$ cat config.mk
export PLATFORM = sky130hd
export DESIGN_NAME = hps_device_flat
export DESIGN_NICKNAME = d
export VERILOG_FILES = /design/src/design/hps_pkg.sv /design/src/design/hps_if.sv /design/src/design/hps_device.sv /design/src/flat_wrapper.sv
export VERILOG_INCLUDE_DIRS = /design/src /design/src/design
export SDC_FILE = /design/constraint.sdc
export NUM_CORES = 1
export LEC_CHECK = 0
export BUFFER_PORTS_ARGS = -buffer_cell sky130_fd_sc_hd__buf_4
export CAP_MARGIN = 5
export CORE_ASPECT_RATIO = 1.5
export CORE_MARGIN = 2
export CORE_UTILIZATION = 54
export CTS_CLUSTER_DIAMETER = 100
export CTS_CLUSTER_SIZE = 10
export DETAILED_ROUTE_END_ITERATION = 16
export PLACE_DENSITY_LB_ADDON = 0.2
export SYNTH_ARGS = -nofsm -noshare
export SYNTH_HDL_FRONTEND = slang
export SYNTH_SLANG_ARGS = --single-unit
$ cat constraint.sdc
create_clock -name core_clk -period 2.38 [get_ports core_clk]
set_input_delay 0.119 -clock core_clk [delete_from_list [all_inputs] [get_ports core_clk]]
set_output_delay 0.119 -clock core_clk [all_outputs]
set_load 0.05 [all_outputs]
$ cat src/design/hps_consts.svh
// timing counts and field encodings for the host port strobe handshake
// assumes a 125 MHz core clock shared by both ends
`ifndef HPS_CONSTS_SVH
`define HPS_CONSTS_SVH
`define HPS_CLK_PERIOD_PS 8000
`define HPS_STB_LOW_MIN_PS 12500
`define HPS_STB_P_PERIODS 4
// least low time: max(4P, 12.5 ns) rounded up to cycles
`define HPS_STB_LOW_CYC ((`HPS_STB_LOW_MIN_PS + `HPS_CLK_PERIOD_PS - 1) / `HPS_CLK_PERIOD_PS \
  > `HPS_STB_P_PERIODS ? (`HPS_STB_LOW_MIN_PS + `HPS_CLK_PERIOD_PS - 1) / `HPS_CLK_PERIOD_PS \
  : `HPS_STB_P_PERIODS)
`define HPS_STB_HIGH_CYC `HPS_STB_P_PERIODS
// second half-word deadline: 4P + 8 ns, rounded down
`define HPS_HW2_EXTRA_PS 8000
`define HPS_HW2_CYC (`HPS_STB_P_PERIODS + `HPS_HW2_EXTRA_PS / `HPS_CLK_PERIOD_PS)
`define HPS_CTL_DATA 2'h3
`define HPS_CTL_DATA_AUTO 2'h2
`endif

$ cat src/design/hps_pkg.sv
// types shared by both ends of the host port handshake
// no assumptions beyond the consts header
package hps_pkg;
  typedef logic [1:0] hps_ctl_t;
  typedef logic [31:0] hps_word_t;
endpackage
$ cat src/design/hps_if.sv
// pin bundle between the host controller and the device host port
// the data bus is split into value and enable; each end reads the other end's value directly
`timescale 1ns/1ps
interface hps_if;
  logic host_select_n;
  logic host_data_strobe_one;
  logic host_data_strobe_two;
  logic address_latch_strobe_n;
  hps_pkg::hps_ctl_t access_type_select;
  logic read_write_select;
  logic half_word_select;
  logic host_ready_n;
  hps_pkg::hps_word_t host_data_bus_h;
  logic host_data_oe_n_h;
  hps_pkg::hps_word_t host_data_bus_d;
  logic host_data_oe_n_d;
  modport dev (
    input host_select_n, host_data_strobe_one, host_data_strobe_two,
    input address_latch_strobe_n, access_type_select, read_write_select,
    input half_word_select, host_data_bus_h, host_data_oe_n_h,
    output host_ready_n, host_data_bus_d, host_data_oe_n_d
  );
  modport host (
    output host_select_n, host_data_strobe_one, host_data_strobe_two,
    output address_latch_strobe_n, access_type_select, read_write_select,
    output half_word_select, host_data_bus_h, host_data_oe_n_h,
    input host_ready_n, host_data_bus_d, host_data_oe_n_d
  );
endinterface

$ cat src/design/hps_device.sv
// device end of the host port: forms the combined strobe, runs ready
// assumes the host keeps its handshake duties; memory side is valid/ready
`timescale 1ns/1ps
`include "hps_consts.svh"
module hps_device #(
  parameter int WIDTH = 32,
  parameter int DEPTH = 2
) (
  // clock and reset
  input wire logic core_clk,
  input wire logic rst_b,
  // pins
  hps_if.dev pins,
  // mode strap: high selects the narrow bus for data reads only
  input wire logic narrow_bus_mode,
  // fetch request to the internal dma address generator
  output logic fetch_req,
  input wire logic fetch_ack,
  input wire logic [WIDTH-1:0] fetch_data,
  // write words towards memory
  output logic wr_valid,
  input wire logic wr_ready,
  output logic [WIDTH-1:0] wr_data
);
  // ------------------------------------------------------------
  // synchronisers
  // ------------------------------------------------------------
  localparam int SW = 8;
  logic [SW-1:0] raw, s1_q, s1_d, s2_q, s2_d;
  logic stb_raw;
  assign stb_raw = ~(pins.host_data_strobe_one ^ pins.host_data_strobe_two)
                   | pins.host_select_n;
  assign raw = {stb_raw, pins.access_type_select, pins.read_write_select,
                pins.half_word_select, pins.address_latch_strobe_n, 2'h0};
  always_comb begin
    s1_d = raw;
    s2_d = s1_q;
  end
  always_ff @(posedge core_clk) begin
    if (!rst_b) begin
      s1_q <= {1'b1, 7'h00};
      s2_q <= {1'b1, 7'h00};
    end else begin
      s1_q <= s1_d;
      s2_q <= s2_d;
    end
  end
  logic stb_s, rw_s, hw_s;
  hps_pkg::hps_ctl_t ctl_s;
  assign stb_s = s2_q[7];
  assign ctl_s = s2_q[6:5];
  assign rw_s = s2_q[4];
  assign hw_s = s2_q[3];
  logic is_data;
  assign is_data = (ctl_s == `HPS_CTL_DATA) || (ctl_s == `HPS_CTL_DATA_AUTO);
  // ------------------------------------------------------------
  // write buffer: two-entry fifo in flip-flops
  // ------------------------------------------------------------
  logic [WIDTH-1:0] mem_q [DEPTH];
  logic [WIDTH-1:0] mem_d [DEPTH];
  logic [$clog2(DEPTH):0] cnt_q, cnt_d;
  logic [$clog2(DEPTH)-1:0] rp_q, rp_d, wp_q, wp_d;
  logic push, pop, full;
  logic [WIDTH-1:0] push_word;
  assign full = (cnt_q == ($clog2(DEPTH)+1)'(DEPTH));
  assign wr_valid = (cnt_q != '0);
  assign pop = wr_valid & wr_ready;
  assign wr_data = mem_q[rp_q];
  always_comb begin
    for (int i = 0; i < DEPTH; i++) begin
      mem_d[i] = mem_q[i];
    end
    if (push) begin
      mem_d[wp_q] = push_word;
    end
    wp_d = push ? wp_q + 1'b1 : wp_q;
    rp_d = pop ? rp_q + 1'b1 : rp_q;
    cnt_d = cnt_q + ($clog2(DEPTH)+1)'(push) - ($clog2(DEPTH)+1)'(pop);
  end
  always_ff @(posedge core_clk) begin
    if (!rst_b) begin
      for (int i = 0; i < DEPTH; i++) begin
        mem_q[i] <= '0;
      end
      cnt_q <= '0;
      rp_q <= '0;
      wp_q <= '0;
    end else begin
      mem_q <= mem_d;
      cnt_q <= cnt_d;
      rp_q <= rp_d;
      wp_q <= wp_d;
    end
  end
  // ------------------------------------------------------------
  // access sequencer
  // ------------------------------------------------------------
  typedef enum logic [4:0] {
    HPS_IDLE = 5'h01,
    HPS_FETCH = 5'h02,
    HPS_RDY = 5'h04,
    HPS_WBUF = 5'h08,
    HPS_DONE = 5'h10
  } hps_st_e;
  hps_st_e st_q, st_d;
  logic stb_prev_q, stb_prev_d;
  logic [WIDTH-1:0] dreg_q, dreg_d;
  logic [WIDTH-1:0] hwhold_q, hwhold_d;
  logic rdy_n_q, rdy_n_d;
  logic oe_n_q, oe_n_d;
  logic [WIDTH-1:0] dout_q, dout_d;
  logic fall;
  assign fall = stb_prev_q & ~stb_s;
  always_comb begin
    st_d = st_q;
    stb_prev_d = stb_s;
    dreg_d = dreg_q;
    hwhold_d = hwhold_q;
    rdy_n_d = rdy_n_q;
    oe_n_d = oe_n_q;
    dout_d = dout_q;
    push = 1'b0;
    push_word = '0;
    fetch_req = 1'b0;
    case (st_q)
      HPS_IDLE: begin
        rdy_n_d = 1'b1;
        oe_n_d = 1'b1;
        if (fall) begin
          if (rw_s && is_data && (!narrow_bus_mode || !hw_s)) begin
            st_d = HPS_FETCH;
          end else if (rw_s && is_data) begin
            // second half: drive held upper half at once, no fetch
            dout_d = hwhold_q;
            oe_n_d = 1'b0;
            st_d = HPS_RDY;
          end else if (rw_s) begin
            dout_d = dreg_q;
            oe_n_d = 1'b0;
            st_d = HPS_RDY;
          end else begin
            st_d = HPS_WBUF;
          end
        end
      end
      HPS_FETCH: begin
        fetch_req = 1'b1;
        if (fetch_ack) begin
          dreg_d = fetch_data;
          hwhold_d = {{(WIDTH/2){1'b0}}, fetch_data[WIDTH-1:WIDTH/2]};
          dout_d = narrow_bus_mode ? {{(WIDTH/2){1'b0}}, fetch_data[WIDTH/2-1:0]}
                                   : fetch_data;
          oe_n_d = 1'b0;
          st_d = HPS_RDY; // ready waits for the load
        end
      end
      HPS_RDY: begin
        rdy_n_d = 1'b0;
        if (stb_s) begin
          st_d = HPS_IDLE;
        end
      end
      HPS_WBUF: begin
        // host data sampled while strobe low; stable before rising edge
        if (!full) begin
          rdy_n_d = 1'b0;
          push = is_data;
          push_word = pins.host_data_bus_h;
          st_d = HPS_DONE;
        end else begin
          rdy_n_d = 1'b1;
        end
      end
      HPS_DONE: begin
        if (stb_s) begin
          st_d = HPS_IDLE;
        end
      end
      default: st_d = HPS_IDLE;
    endcase
  end
  always_ff @(posedge core_clk) begin
    if (!rst_b) begin
      st_q <= HPS_IDLE;
      stb_prev_q <= 1'b1;
      dreg_q <= '0;
      hwhold_q <= '0;
      rdy_n_q <= 1'b1;
      oe_n_q <= 1'b1;
      dout_q <= '0;
    end else begin
      st_q <= st_d;
      stb_prev_q <= stb_prev_d;
      dreg_q <= dreg_d;
      hwhold_q <= hwhold_d;
      rdy_n_q <= rdy_n_d;
      oe_n_q <= oe_n_d;
      dout_q <= dout_d;
    end
  end
  assign pins.host_ready_n = rdy_n_q;
  assign pins.host_data_bus_d = dout_q;
  assign pins.host_data_oe_n_d = oe_n_q;
endmodule

$ cat src/flat_wrapper.sv
// flat-port wrapper written by rule: the top's interface ports become plain ports
module hps_device_flat 
#(
  parameter int WIDTH = 32,
  parameter int DEPTH = 2
)
  (core_clk, rst_b, narrow_bus_mode, fetch_req, fetch_ack, fetch_data, wr_valid, wr_ready, wr_data, pins_host_select_n, pins_host_data_strobe_one, pins_host_data_strobe_two, pins_address_latch_strobe_n, pins_access_type_select, pins_read_write_select, pins_half_word_select, pins_host_data_bus_h, pins_host_data_oe_n_h, pins_host_ready_n, pins_host_data_bus_d, pins_host_data_oe_n_d);
  hps_if pins_i ();
  input wire logic core_clk;
  input wire logic rst_b;
  input wire logic narrow_bus_mode;
  output logic fetch_req;
  input wire logic fetch_ack;
  input wire logic [WIDTH-1:0] fetch_data;
  output logic wr_valid;
  input wire logic wr_ready;
  output logic [WIDTH-1:0] wr_data;
  input wire logic [$bits(pins_i.host_select_n)-1:0] pins_host_select_n;
  input wire logic [$bits(pins_i.host_data_strobe_one)-1:0] pins_host_data_strobe_one;
  input wire logic [$bits(pins_i.host_data_strobe_two)-1:0] pins_host_data_strobe_two;
  input wire logic [$bits(pins_i.address_latch_strobe_n)-1:0] pins_address_latch_strobe_n;
  input wire logic [$bits(pins_i.access_type_select)-1:0] pins_access_type_select;
  input wire logic [$bits(pins_i.read_write_select)-1:0] pins_read_write_select;
  input wire logic [$bits(pins_i.half_word_select)-1:0] pins_half_word_select;
  input wire logic [$bits(pins_i.host_data_bus_h)-1:0] pins_host_data_bus_h;
  input wire logic [$bits(pins_i.host_data_oe_n_h)-1:0] pins_host_data_oe_n_h;
  output wire logic [$bits(pins_i.host_ready_n)-1:0] pins_host_ready_n;
  output wire logic [$bits(pins_i.host_data_bus_d)-1:0] pins_host_data_bus_d;
  output wire logic [$bits(pins_i.host_data_oe_n_d)-1:0] pins_host_data_oe_n_d;
  assign pins_i.host_select_n = pins_host_select_n;
  assign pins_i.host_data_strobe_one = pins_host_data_strobe_one;
  assign pins_i.host_data_strobe_two = pins_host_data_strobe_two;
  assign pins_i.address_latch_strobe_n = pins_address_latch_strobe_n;
  assign pins_i.access_type_select = pins_access_type_select;
  assign pins_i.read_write_select = pins_read_write_select;
  assign pins_i.half_word_select = pins_half_word_select;
  assign pins_i.host_data_bus_h = pins_host_data_bus_h;
  assign pins_i.host_data_oe_n_h = pins_host_data_oe_n_h;
  assign pins_host_ready_n = pins_i.host_ready_n;
  assign pins_host_data_bus_d = pins_i.host_data_bus_d;
  assign pins_host_data_oe_n_d = pins_i.host_data_oe_n_d;
  hps_device #(.WIDTH(WIDTH), .DEPTH(DEPTH)) u_core (.core_clk(core_clk), .rst_b(rst_b), .pins(pins_i), .narrow_bus_mode(narrow_bus_mode), .fetch_req(fetch_req), .fetch_ack(fetch_ack), .fetch_data(fetch_data), .wr_valid(wr_valid), .wr_ready(wr_ready), .wr_data(wr_data));
endmodule
==> summary.txt <==
Worst setup path
  • Ordered list of cells on the worst path: nor3b_2 > nand4_1 > or2_2 > nand2_1 > a21oi_1
  • CP required: 2.65 ns
  • Nature of the critical path endpoint: register
  • Class of the most critical setup path: reg -> reg
  • Largest fanout on the critical path: 32
  • Critical path launch point type: register
  • Crit path DAT: between 2 and 2.5 ns
  • Reg2Reg Setup Slack: between 0.3 and 0.4 ns
  • Max stage delay on crit path: 0.64 ns
  • Crit-path slowest cell: or2_2

Run
  • Total of max-cap violations: 0

Clock network
  • Clk buf depth: 2
  • Clock-pin slew on the worst setup and hold paths: 0.06 ns
  • TritonCTS buffer count: 17
  • Clock sink count: approximately 150
  • Post-cts repair resize count: 0
  • Number of buffers added for setup after CTS: 0
  • Clock tree from TritonCTS: yes
  • H-tree level count: 4
  • Clock root buffer master: clkbuf_16
  • Clk_lat worst skew: 0.41 ns
  • Cts hold-fix bufs: 68

Power and ir drop
  • IR Drop Worst-Case VDD: just under 0.6 mV
  • Leakage component of the power: 3.36 nW
  • Power density relative to cell area: between 700 and 800 nW/um^2

Place
  • Number of buffer cells added on primary ports: approximately 140
  • Placed cell count: 1014
  • RD Place Congestion: slightly below 0.9
  • Worst-case setup slack after placement: between 0.3 and 0.4 ns
  • Detailed placement HPWL: between 10 and 15 mm

Cells and area
  • Number of antenna cells inserted: 0
  • Core occupancy in the finished layout: between 70% and 80%
  • Layout overhead on the synthesized area: 37.1%
  • Final nets: around 1000
  • Non-filler instance count after layout: approximately 1100
  • Fraction of layout instances using a drive strength above 1: between 20 and 30%

GRT
  • Largest net degree at the start of global routing: 60
  • Total routing resource utilization after global routing: between 20% and 30%
  • Initial antenna violation count: 0
  • Vias in the first global route: 6115
  • Total overflow reported by the global router: 0
  • Wire length of the first global-routing pass: 29.0 mm

STA
  • Worst clock skew on the final layout: ~0.013 ns
  • # setup viols final: 0
  • Count of final max-slew check failures: 0
  • Worst Slack Setup Final: 0.314 ns
  • Maximum frequency from static timing analysis: approximately 480 MHz
  • RSZ-0062 raised after global routing: no
  • Fin Hold WS: 0.0182 ns
  • Endpoints failing hold: 0
  • Slew headroom: about 54%
  • Time the worst path needs with I/O delays and setup: just over 2 ns
  • Final period utilization: 86.8%
  • Actual slew at the worst max-slew pin: slightly below 0.7 ns
  • Final TNS setup: 0 ns

Yosys
  • Library cells used by synthesis: between 40 and 50
  • Cell area after synthesis: roughly 6400 um^2
  • Top post-synthesis cells by area: dfxtp_1 46%, nand2_1 13%, a21oi_1 8.9%
  • Yosys top cell area share: between 40% and 50%
  • Count of state elements after synthesis: around 150
  • Synthesized area divided by synthesized cell count: 8.37 um^2
  • Share of synthesized area occupied by flip-flops and latches: between 40% and 50%
  • Number of synthesized flops with an enable pin: 0
  • Count of yosys warnings during synthesis: 0
  • Share of flip-flops with an asynchronous set or reset after synthesis: 0%
  • Largest area contributor in the synthesized netlist: dfxtp_1
  • Synth Flop Type: dfxtp_1
  • Nets in the synthesized netlist: roughly 850
  • Synthesized netlist cell count: around 770

Die
  • Die extent in y: 138 um
  • Width of the die: just over 90 um
  • Area of the die: 12800 um^2
  • Number of top-level design ports: about 150
  • FP Rows: 48
  • Starting density of the core: 55.5%
  • Area of the placeable core: 11600 um^2

Routing
  • Total iterations of the first detailed-routing run: 5
  • Total DRC errors in the routed layout: 0
  • Number of DRC violations after detailed-routing iteration 0: 270
  • Average vias per placed instance: between 5 and 6
  • Vias post-DR: slightly above 6000
  • Residual antenna-violating net count after detailed routing: 0
  • WL per Instance: about 16 um
  • Total wire length after detailed routing: 18.0 mm

Run status
  • Run status: finished clean

Min path
  • Tightest Hold Check Type: in -> reg
## area by class of cell
| type | count | area, um^2 |
|---|---|---|
| multi-input combinational | 549 | 3130 |
| sequential | 148 | 2960 |
| fill | 811 | 2770 |
| timing repair buffer | 229 | 1930 |
| clock buffer | 21 | 440 |
| tap | 150 | 188 |
| clock inverter | 11 | 155 |
| inverter | 6 | 23.8 |
## cell usage after synthesis, types with 2 or more instances
library cell and n:
nand2_1 223, dfxtp_1 148, a21oi_1 115, nand3_1 60, clkbuf_1 44, mux2_2 32
mux2i_1 17, nand3b_1 17, o211ai_1 16, a311oi_2 14, buf_2 13, and2_1 9
nor2_1 7, buf_6 5, inv_1 5, nand2b_1 5, xnor2_1 4, nand4_1 3
a311oi_1 2, buf_8 2, ha_1 2, or2_2 2, xor2_1 2
## flip-flops by register name, indices dropped and copies added (netlist names)
name                          flops
u_core.st_q                       5
u_core.s1_q                       4
u_core.pins.host_ready_n          1
u_core.mem_q                     64
u_core.hwhold_q                   1
u_core.cnt_q                      2
u_core.wp_q                       1
u_core.pins.host_data_oe_n_d      1
u_core.rp_q                       1
u_core.stb_prev_q                 1
u_core.dreg_q                    31
u_core.s2_q                       4
u_core.pins.host_data_bus_d      32
## through the flow
stage	power [W]	instance area, um^2
after floorplan	0.00347	6430
after global placement	0.00375	7550
after detailed placement	0.00379	7550
after CTS	0.00652	8820
after global routing	0.00675	8820
final	0.00650	8820
## placed cells by master, fill, tap and decap left out, types with 5 or more instances in the layout
cell type      netlist  routed
a21oi_1            115     115
a311oi_2            14      14
and2_1               9       9
buf_4                1     158
clkbuf_16            0      17
dfxtp_1            148     148
dlygate4sd3_1        0      68
mux2_2              32      32
mux2i_1             17      17
nand2_1            223     223
nand2b_1             5       5
nand3_1             60      60
nand3b_1            17      17
nor2_1               7       5
o211ai_1            16      16
## logic make-up (layout without fill, tap and decap cells)
kind of cell             count (synthesis)  in the layout  synth area share, %
AND/OR/NAND/NOR                        337            337                 23.5
AO/OA/AOI/OAI                          155            155                 15.5
flip-flops                             148            148                 46.0
buffers and inverters                   72            267                 5.46
multiplexers                            49             49                 8.24
XOR/XNOR                                 6              6                0.817
adder cells (fa/ha/maj)                  2              2                0.389
## metal layers
metal  vias up  wire [um]  global-route usage (%)
met5         -          0                       0
met4         0        484                    12.0
met3        32        884                    5.31
met2       220       9780                    53.3
met1      2990       6900                    30.5
li1       2987          -                       -
## worst max-delay path: cells and delay by family, from the launching register on
family             cells  cell delay, ns
AOI/OAI and AO/OA      1            0.08
DFF                    1            0.47
and+or+nand+nor        4            1.37
## where the power goes
part           leakage, nW  internal, W  switching [W]  total [W]
clock                0.274      0.00165        0.00100    0.00266
sequential            1.19      0.00256      0.0000852    0.00265
combinational         1.89     0.000503       0.000690    0.00119
## final timing paths
path                               start                       endpoint  cells after the start
max reg2reg  u_core.st_q[3]$_SDFFE_PN0P_  u_core.mem_q[12]$_SDFFE_PN0P_                      5
max          u_core.st_q[3]$_SDFFE_PN0P_  u_core.mem_q[12]$_SDFFE_PN0P_                      5
min            pins_host_data_strobe_one      u_core.s1_q[7]$_SDFF_PN1_                      3
min reg2reg    u_core.s1_q[7]$_SDFF_PN1_      u_core.s2_q[7]$_SDFF_PN1_                      1
(Power assumes the default switching activity.)
